`src/design/irc_defs.vh`:
```
// constants for the interrupt and reset-state controller
// assumes a 20 MHz clk_sys and the plain strobe register port
`ifndef IRC_DEFS_VH
`define IRC_DEFS_VH
// ****************************************
// register offsets
// ****************************************
`define IRC_ADDR_W        4
`define IRC_OFF_CONTROL   4'h0
`define IRC_OFF_PFLAG     4'h1
`define IRC_OFF_PMASK     4'h2
`define IRC_OFF_STATUS    4'h3
`define IRC_OFF_PSTAT     4'h4
`define IRC_OFF_OPTION    4'h5
`define IRC_OFF_CORE      4'h6
`define IRC_OFF_PC_LO     4'h7
`define IRC_OFF_PC_HI     4'h8
// ****************************************
// control, option, status and power status register fields
// ****************************************
`define IRC_B_GIE         7
`define IRC_B_PERIPH_GROUP_ENABLE        6
`define IRC_B_TIE         5
`define IRC_B_EIE         4
`define IRC_B_PCIE        3
`define IRC_B_TIF         2
`define IRC_B_EIF         1
`define IRC_B_PCIF        0
`define IRC_B_EDGE        6
`define IRC_B_PD          3
`define IRC_B_TO          4
`define IRC_B_BROWN       0
`define IRC_B_PWRON       1
// core register: bit0 sleep status, writes: bit0 enter sleep, bit1 return
`define IRC_B_SLEEP       0
`define IRC_B_RETURN      1
// ****************************************
// reset values and vectors
// ****************************************
`define IRC_PC_W          13
`define IRC_PC_RESET      13'h0000
`define IRC_PC_VECTOR     13'h0004
`define IRC_OPTION_RESET  8'hFF
`define IRC_STATUS_POR    8'h18
`define IRC_PSTAT_POR     8'h00
// ****************************************
// reset causes
// ****************************************
`define IRC_RC_NONE       3'h0
`define IRC_RC_POR        3'h1
`define IRC_RC_BOR        3'h2
`define IRC_RC_PIN        3'h3
`define IRC_RC_WDOG       3'h4
`endif

```
`src/design/irc_sync.v`:
```
// three-flop synchroniser with agreement filter for one pin
// assumes the pin is asynchronous to clk_sys
`timescale 1ns/10ps
module irc_sync
(
   input  wire clk_sys,
   input  wire sys_rst,
   input  wire pin_in,
   output reg  level_reg
);
   reg s1_reg;
   reg s2_reg;
   reg s3_reg;
   // change counts only once flops two and three agree
   always @(posedge clk_sys)
   begin
      if (sys_rst)
      begin
         s1_reg    <= 1'b0;
         s2_reg    <= 1'b0;
         s3_reg    <= 1'b0;
         level_reg <= 1'b0;
      end
      else
      begin
         s1_reg <= pin_in;
         s2_reg <= s1_reg;
         s3_reg <= s2_reg;
         if (s2_reg == s3_reg)
            level_reg <= s3_reg;
      end
   end
endmodule // irc_sync

```
`src/design/irc_ctrl.v`:
```
// interrupt controller with reset and wake-up state of pc, status and power flags
// assumes a core that takes vec_pc on vec_take and reports instruction boundaries
// Function
// - nine sources, each with own flag
// - flags set regardless of any enable
// - bit 7 global enable gates vectoring
// - every reset clears global enable
// - taken interrupt clears enable, vectors 0004h
// - return pops address, sets global enable
// - peripheral flags, masks, group enable
// - external event latency three to four cycles
// - edge pin polarity from option bit 6
// - edge enable bit 4, wakes sleep
// - tick wrap sets bit 2, enable 5
// - port high nibble change sets bit 0
// - interrupt wake vectors only if enabled
// - power-on and brown-out status values
// - pin reset keeps timeout, powerdown, power flags
// - pin reset in sleep sets timeout
// - watchdog reset and wake status values
// - interrupt wake sets timeout, clears powerdown
// - control register reset values, kept on wake
// - wake touches only causing flags
// - power status bits brown-out 0, on 1
// - powerdown bit 3, timeout bit 4
//
// The address map and the strobed register port were decided locally.
`timescale 1ns/10ps
`include "irc_defs.vh"
module irc_ctrl
#(
   parameter NPER = 6
)
(
   input  wire                   clk_sys,
   input  wire                   sys_rst,
   input  wire [2:0]             reset_cause,
   input  wire                   in_sleep_at_reset,
   input  wire                   ext_irq_pin,
   input  wire [3:0]             upper_port,
   input  wire                   tick_wrap,
   input  wire [NPER-1:0]        periph_event,
   input  wire                   watchdog_timeout,
   input  wire                   instr_boundary,
   input  wire [`IRC_PC_W-1:0]   next_pc,
   input  wire [`IRC_ADDR_W-1:0] reg_addr,
   input  wire [7:0]             reg_wdata,
   input  wire                   reg_wr,
   input  wire                   reg_rd,
   output reg  [7:0]             reg_rdata,
   output reg                    vec_take,
   output reg  [`IRC_PC_W-1:0]   vec_pc,
   output reg                    sleep_reg,
   output reg                    core_reset,
   output reg                    irq_pending
);
   // ****************************************
   // state
   // ****************************************
   reg  [7:0]           ctrl_reg;
   reg  [7:0]           ctrl_next;
   reg  [NPER-1:0]      pflag_reg;
   reg  [NPER-1:0]      pflag_next;
   reg  [NPER-1:0]      pmask_reg;
   reg  [7:0]           status_reg;
   reg  [1:0]           pstat_reg;
   reg  [7:0]           option_reg;
   reg  [`IRC_PC_W-1:0] ret_pc_reg;
   reg                  ext_prev_reg;
   reg  [3:0]           port_prev_reg;
   reg                  req_wait_reg;
   reg                  req_due_reg;
   wire                 ext_lvl;
   wire [3:0]           port_lvl;
   wire                 ext_edge;
   wire                 port_chg;
   wire                 any_req;
   wire                 wr_ctrl;
   wire                 wr_pflag;
   wire                 rst_any;
   // ****************************************
   // pin synchronisers
   // ****************************************
   irc_sync u_ext_sync
   (
      .clk_sys   (clk_sys),
      .sys_rst   (sys_rst),
      .pin_in    (ext_irq_pin),
      .level_reg (ext_lvl)
   );
   genvar gi;
   generate
      for (gi = 0; gi < 4; gi = gi + 1)
      begin : g_port
         irc_sync u_port_sync
         (
            .clk_sys   (clk_sys),
            .sys_rst   (sys_rst),
            .pin_in    (upper_port[gi]),
            .level_reg (port_lvl[gi])
         );
      end
   endgenerate
   // ****************************************
   // event detection and request
   // ****************************************
   assign ext_edge = option_reg[`IRC_B_EDGE] ? (ext_lvl & ~ext_prev_reg)
                                             : (~ext_lvl & ext_prev_reg);
   assign port_chg = |(port_lvl ^ port_prev_reg);
   assign wr_ctrl  = reg_wr && (reg_addr == `IRC_OFF_CONTROL);
   assign wr_pflag = reg_wr && (reg_addr == `IRC_OFF_PFLAG);
   assign rst_any  = (reset_cause != `IRC_RC_NONE);
   assign any_req  = (ctrl_reg[`IRC_B_TIF]  & ctrl_reg[`IRC_B_TIE])
                   | (ctrl_reg[`IRC_B_EIF]  & ctrl_reg[`IRC_B_EIE])
                   | (ctrl_reg[`IRC_B_PCIF] & ctrl_reg[`IRC_B_PCIE])
                   | (ctrl_reg[`IRC_B_PERIPH_GROUP_ENABLE] & |(pflag_reg & pmask_reg));
   // flags: software value first, then hardware sets on top
   always @*
   begin
      ctrl_next  = wr_ctrl  ? reg_wdata : ctrl_reg;
      pflag_next = wr_pflag ? reg_wdata[NPER-1:0] : pflag_reg;
      if (tick_wrap)
         ctrl_next[`IRC_B_TIF] = 1'b1;
      if (ext_edge)
         ctrl_next[`IRC_B_EIF] = 1'b1;
      if (port_chg)
         ctrl_next[`IRC_B_PCIF] = 1'b1;
      pflag_next = pflag_next | periph_event;
   end
   // ****************************************
   // main sequencing
   // ****************************************
   always @(posedge clk_sys)
   begin
      if (sys_rst)
      begin
         ctrl_reg      <= 8'h00;
         pflag_reg     <= {NPER{1'b0}};
         pmask_reg     <= {NPER{1'b0}};
         status_reg    <= `IRC_STATUS_POR;
         pstat_reg     <= 2'h0;
         option_reg    <= `IRC_OPTION_RESET;
         ret_pc_reg    <= `IRC_PC_RESET;
         ext_prev_reg  <= 1'b0;
         port_prev_reg <= 4'h0;
         req_wait_reg  <= 1'b0;
         req_due_reg   <= 1'b0;
         vec_take      <= 1'b0;
         vec_pc        <= `IRC_PC_RESET;
         sleep_reg     <= 1'b0;
         core_reset    <= 1'b1;
         irq_pending   <= 1'b0;
      end
      else if (rst_any)
      begin
         // flag bit 0 survives pin and watchdog; kept on power resets too
         ctrl_reg     <= {7'h00, ctrl_reg[`IRC_B_PCIF]};
         pflag_reg    <= {NPER{1'b0}};
         pmask_reg    <= {NPER{1'b0}};
         option_reg   <= `IRC_OPTION_RESET;
         vec_pc       <= `IRC_PC_RESET;
         vec_take     <= 1'b0;
         sleep_reg    <= 1'b0;
         core_reset   <= 1'b1;
         req_wait_reg <= 1'b0;
         req_due_reg  <= 1'b0;
         irq_pending  <= 1'b0;
         case (reset_cause)
            `IRC_RC_POR:
            begin
               status_reg <= `IRC_STATUS_POR;
               pstat_reg[`IRC_B_PWRON] <= 1'b0;
            end
            `IRC_RC_BOR:
            begin
               status_reg <= `IRC_STATUS_POR;
               pstat_reg[`IRC_B_BROWN] <= 1'b0;
            end
            `IRC_RC_PIN:
            begin
               status_reg[7:5] <= 3'h0;
               if (in_sleep_at_reset)
               begin
                  status_reg[`IRC_B_TO] <= 1'b1;
                  status_reg[`IRC_B_PD] <= 1'b0;
               end
            end
            `IRC_RC_WDOG:
            begin
               status_reg[7:5]       <= 3'h0;
               status_reg[`IRC_B_TO] <= 1'b0;
               status_reg[`IRC_B_PD] <= 1'b1;
            end
            default:
               status_reg <= status_reg;
         endcase
      end
      else
      begin
         core_reset    <= 1'b0;
         ext_prev_reg  <= ext_lvl;
         port_prev_reg <= port_lvl;
         ctrl_reg      <= ctrl_next;
         pflag_reg     <= pflag_next;
         vec_take      <= 1'b0;
         irq_pending   <= any_req;
         if (reg_wr && reg_addr == `IRC_OFF_PMASK)
            pmask_reg <= reg_wdata[NPER-1:0];
         if (reg_wr && reg_addr == `IRC_OFF_OPTION)
            option_reg <= reg_wdata;
         if (reg_wr && reg_addr == `IRC_OFF_STATUS)
            status_reg[7:5] <= reg_wdata[7:5];
         if (reg_wr && reg_addr == `IRC_OFF_PSTAT)
            pstat_reg <= reg_wdata[1:0];
         if (reg_wr && reg_addr == `IRC_OFF_CORE && reg_wdata[`IRC_B_RETURN])
         begin
            ctrl_reg[`IRC_B_GIE] <= 1'b1;
            vec_pc   <= ret_pc_reg;
            vec_take <= 1'b1;
         end
         if (sleep_reg)
         begin
            // wake: status bits only; flags were set by the event itself
            if (watchdog_timeout)
            begin
               sleep_reg             <= 1'b0;
               status_reg[`IRC_B_TO] <= 1'b0;
               status_reg[`IRC_B_PD] <= 1'b0;
               vec_pc                <= next_pc;
               vec_take              <= 1'b1;
            end
            else if (any_req)
            begin
               sleep_reg             <= 1'b0;
               status_reg[`IRC_B_TO] <= 1'b1;
               status_reg[`IRC_B_PD] <= 1'b0;
               vec_pc                <= next_pc;
               vec_take              <= 1'b1;
               req_wait_reg          <= ctrl_reg[`IRC_B_GIE];
            end
         end
         else if (reg_wr && reg_addr == `IRC_OFF_CORE && reg_wdata[`IRC_B_SLEEP])
         begin
            // a pending enabled request turns sleep into a no-op
            if (!any_req)
            begin
               sleep_reg             <= 1'b1;
               status_reg[`IRC_B_TO] <= 1'b1;
               status_reg[`IRC_B_PD] <= 1'b0;
            end
         end
         else if (ctrl_reg[`IRC_B_GIE] && any_req && !req_wait_reg)
            req_wait_reg <= 1'b1;
         // two cycles of staging plus the boundary gives three to four cycles
         if (req_wait_reg && !sleep_reg)
            req_due_reg <= 1'b1;
         if (req_due_reg && instr_boundary && ctrl_reg[`IRC_B_GIE])
         begin
            ctrl_reg[`IRC_B_GIE] <= 1'b0;
            ret_pc_reg   <= next_pc;
            vec_pc       <= `IRC_PC_VECTOR;
            vec_take     <= 1'b1;
            req_wait_reg <= 1'b0;
            req_due_reg  <= 1'b0;
         end
         else if (!ctrl_reg[`IRC_B_GIE] && !sleep_reg)
         begin
            req_wait_reg <= 1'b0;
            req_due_reg  <= 1'b0;
         end
      end
   end
   // ****************************************
   // register read
   // ****************************************
   always @(posedge clk_sys)
   begin
      if (sys_rst)
         reg_rdata <= 8'h00;
      else if (reg_rd)
      begin
         case (reg_addr)
            `IRC_OFF_CONTROL: reg_rdata <= ctrl_reg;
            `IRC_OFF_PFLAG:   reg_rdata <= {{(8-NPER){1'b0}}, pflag_reg};
            `IRC_OFF_PMASK:   reg_rdata <= {{(8-NPER){1'b0}}, pmask_reg};
            `IRC_OFF_STATUS:  reg_rdata <= status_reg;
            `IRC_OFF_PSTAT:   reg_rdata <= {6'h00, pstat_reg};
            `IRC_OFF_OPTION:  reg_rdata <= option_reg;
            `IRC_OFF_CORE:    reg_rdata <= {7'h00, sleep_reg};
            `IRC_OFF_PC_LO:   reg_rdata <= ret_pc_reg[7:0];
            `IRC_OFF_PC_HI:   reg_rdata <= {3'h0, ret_pc_reg[12:8]};
            default:          reg_rdata <= 8'h00;
         endcase
      end
      else
         reg_rdata <= 8'h00;
   end
endmodule // irc_ctrl

```
`config.mk`:
```
export PLATFORM = sky130hd
export DESIGN_NAME = irc_ctrl
export DESIGN_NICKNAME = d
export VERILOG_FILES = /design/src/design/irc_sync.v /design/src/design/irc_ctrl.v
export VERILOG_INCLUDE_DIRS = /design/src /design/src/design
export SDC_FILE = /design/constraint.sdc
export NUM_CORES = 1
export LEC_CHECK = 0
export ABC_AREA = 1
export ABC_CLOCK_PERIOD_IN_PS = 1800
export BUFFER_PORTS_ARGS = -buffer_cell sky130_fd_sc_hd__buf_4
export CORE_MARGIN = 4
export CORE_UTILIZATION = 56
export DETAILED_ROUTE_END_ITERATION = 10
export PLACE_DENSITY = 0.87
export SKIP_CTS_REPAIR_TIMING = 1
export SLEW_MARGIN = 20
export SYNTH_ARGS = -nofsm -noshare
export SYNTH_HDL_FRONTEND = slang
export SYNTH_HIERARCHICAL = 1
export SYNTH_SLANG_ARGS = --single-unit
```
`constraint.sdc`:
```
create_clock -name clk_sys -period 1.8 [get_ports clk_sys]
set_input_delay 0.27 -clock clk_sys [delete_from_list [all_inputs] [get_ports clk_sys]]
set_output_delay 0.27 -clock clk_sys [all_outputs]
set_load 0.005 [all_outputs]
```
==> qor.yml <==
outcome:
  status: "finished clean"
timing:
  final-setup-viol-count: 0
  min_period_ps: 1630
  period_share: 0.904
  worst_pin_slew_ps: 406
  hold_viol_final: 0
  final.setup.worst_slack_ps: 173
  slew_headroom: 0.729
  rsz0062_at_grt: "no"
  final.setup.tns_ps: 0
  drv_slew: 0
  holdWs_ps: 89.1
  timing.fmax_ghz: 0.615
  skew_ps: 8.90
yosys:
  avgSynthCellArea_um2: 7.58
  netlist_top_cells_count: "nand2_1 (101), dfxtp_1 (100), inv_1 (73)"
  synth_area_um2: 4310
  syn_inst: 568
  synth.most_common_cell: "nand2_1"
  synth_mux_area_frac: 0
  ys_ff_latch: 100
  ys_types: 41
  ys_seq_area_frac: 0.465
  synth_top_cell_area_share: 0.465
  synth-simple-area-share: 0.229
  synth_nets: 615
  synthAdderAreaFrac: 0
  synthTopCellsByArea: "dfxtp_1 (46%), nand2_1 (8.8%), inv_1 (6.4%), nor2_1 (5.4%), a21oi_1 (5.2%)"
  synth_area_leader_cell: "dfxtp_1"
  ys.flop_type: "dfxtp_1"
  synth_compound_area_frac: 0.201
  synth-xor-area-share: 0.00407
  synth-edff-count: 0
  yosys_warnings: 6
  async_flop_share: 0
  synth_top_family_by_area: "simple AND/OR/NAND/NOR gates"
grt:
  antenna_found_initial: 0
  grt_pass1_vias: 3750
  grt_max_degree: 26
  track_usage: 0.254
  grt_pass1_wl_um: 17900
  grt_remaining_overflow: 0
cells_and_area:
  area_growth_pct: 18.1
  drive_above_1_share: 0.230
  antenna_cells: 0
  final_nets: 686
  finalInstanceArea_um2: 5090
critical_path:
  worstSetupPathType: "reg -> reg"
  crit_path_cell_trace: "nand3_1 > nor2_1 > inv_2 > o21ai_0 > a21oi_1"
  arrival_ps: 1870
  slowest_stage: "dfxtp_1"
  required_ps: 2040
  worst-path-buf-inv: 1
  cp_slowest_stage_delay_ps: 450
  crit_fanout: 24
  cp-end-kind: "register"
  cpLargestDelayFamily: "simple AND/OR/NAND/NOR gates"
  start_kind: "register"
clocking:
  clkTransAtPathRegs_ps: 100
  cts_buffers: 9
  clk_path_buf_depth: 2
  cts.sinks: 100
  root_buffer: "clkbuf_8"
  h-tree-depth: 3
  clock_latency_ps: 370
  cts_tree: "built"
power_and_ir_drop:
  p_sw_mw: 1.04
  p_sw_frac: 0.263
  power_density_nw_per_um2: 774
  internal-power_mw: 2.90
  combPwrFrac: 0.075
  power_mw: 3.94
  irDropWorstVdd_uv: 552
  seq_power_share: 0.574
  power_frac_clock: 0.351
  p_leak_nw: 2.28
detailed_routing:
  drtAntennaViolNets: 0
  drtIter0Drc: 349
  vias: 4071
  routed_wl_um: 11200
  drtPass1Iterations: 5
  vias_per_cell: 5.48
  wl_per_cell_um: 15.1
  drc: 0
floorplanning:
  start_util: 0.584
  dieArea_um2: 9160
  rows: 31
  die_w_um: 95.7
  core_um2: 7370
  dieHeight_um: 95.7
  io_pins: 72
placed_design:
  post-place-ws_ps: 166
  dp_hpwl_um: 8200
  routabilityCongestion: 0.969
  placed_cell_area_um2: 4890
  port_buffers: 71
hold_path:
  holdCritPathClass: "in -> reg"
run:
  maxCapViolCount: 0
-- worst reg2reg max path, delay by kind of cell, from the launching register on --
family                 cells  cell delay (ps)
and+or+nand+nor            2              520
DFF                        1              450
AOI/OAI and AO/OA          2              300
buffers and inverters      1              240
-- cell families (layout without fill, tap and decap cells) --
group	after synthesis	in the layout
compound gates	145	145
xor+xnor	2	2
buf+inv	102	178
flops	100	100
simple gates	219	219
-- final cells by class --
class	count	area [um2]
repair buffers	75	563
clock buffers	9	124
well taps	99	124
fillers	636	2280
inverters	87	334
flip-flops and latches	100	2000
clock inverters	7	67.6
multi-input cells	366	1870
-- per-layer routing --
| metal | wire [um] | GRT usage |
|---|---|---|
| met5 | 0 | 0 |
| met3 | 1100 | 0.0602 |
| met1 | 4460 | 0.328 |
| met4 | 179 | 0.0782 |
| met2 | 5460 | 0.421 |
-- cell usage in the layout (no fill, tap or decap), types with 13 or more instances in the layout --
master   synthesis  final
dfxtp_1        100    100
nand3_1         22     22
inv_1           73     73
nor2_2          13     13
nand2_1        101    101
a21oi_1         45     45
o21ai_1         26     26
buf_4            2     75
nor2_1          62     62
o21ai_0         27     27
-- power groups by stage --
stage	Sequential, mW	Clock (mW)	Combinational [mW]
floorplan	2.30	0	0.144
global placement	2.31	0	0.285
detailed placement	2.31	0	0.290
CTS	2.26	1.40	0.292
global route	2.26	1.50	0.325
finish	2.26	1.38	0.297
-- worst paths after layout --
check	from	to	slack, ps	cells after the start
max	ctrl_reg[7]	ret_pc_reg[10]	170	5
min	upper_port[0]	g_port[0].u_port_sync/s1_reg	90	3
max reg2reg	ctrl_reg[7]	ret_pc_reg[10]	170	5
min reg2reg	g_port[1].u_port_sync/s1_reg	g_port[1].u_port_sync/s2_reg	410	2
-- per-stage QoR --
stage	utilization	std cells
global placement	0.664	727
floorplan	-	568
detailed placement	0.664	727
CTS	0.690	743
global route	0.690	743
finish	0.690	743
(Power assumes the default switching activity.)
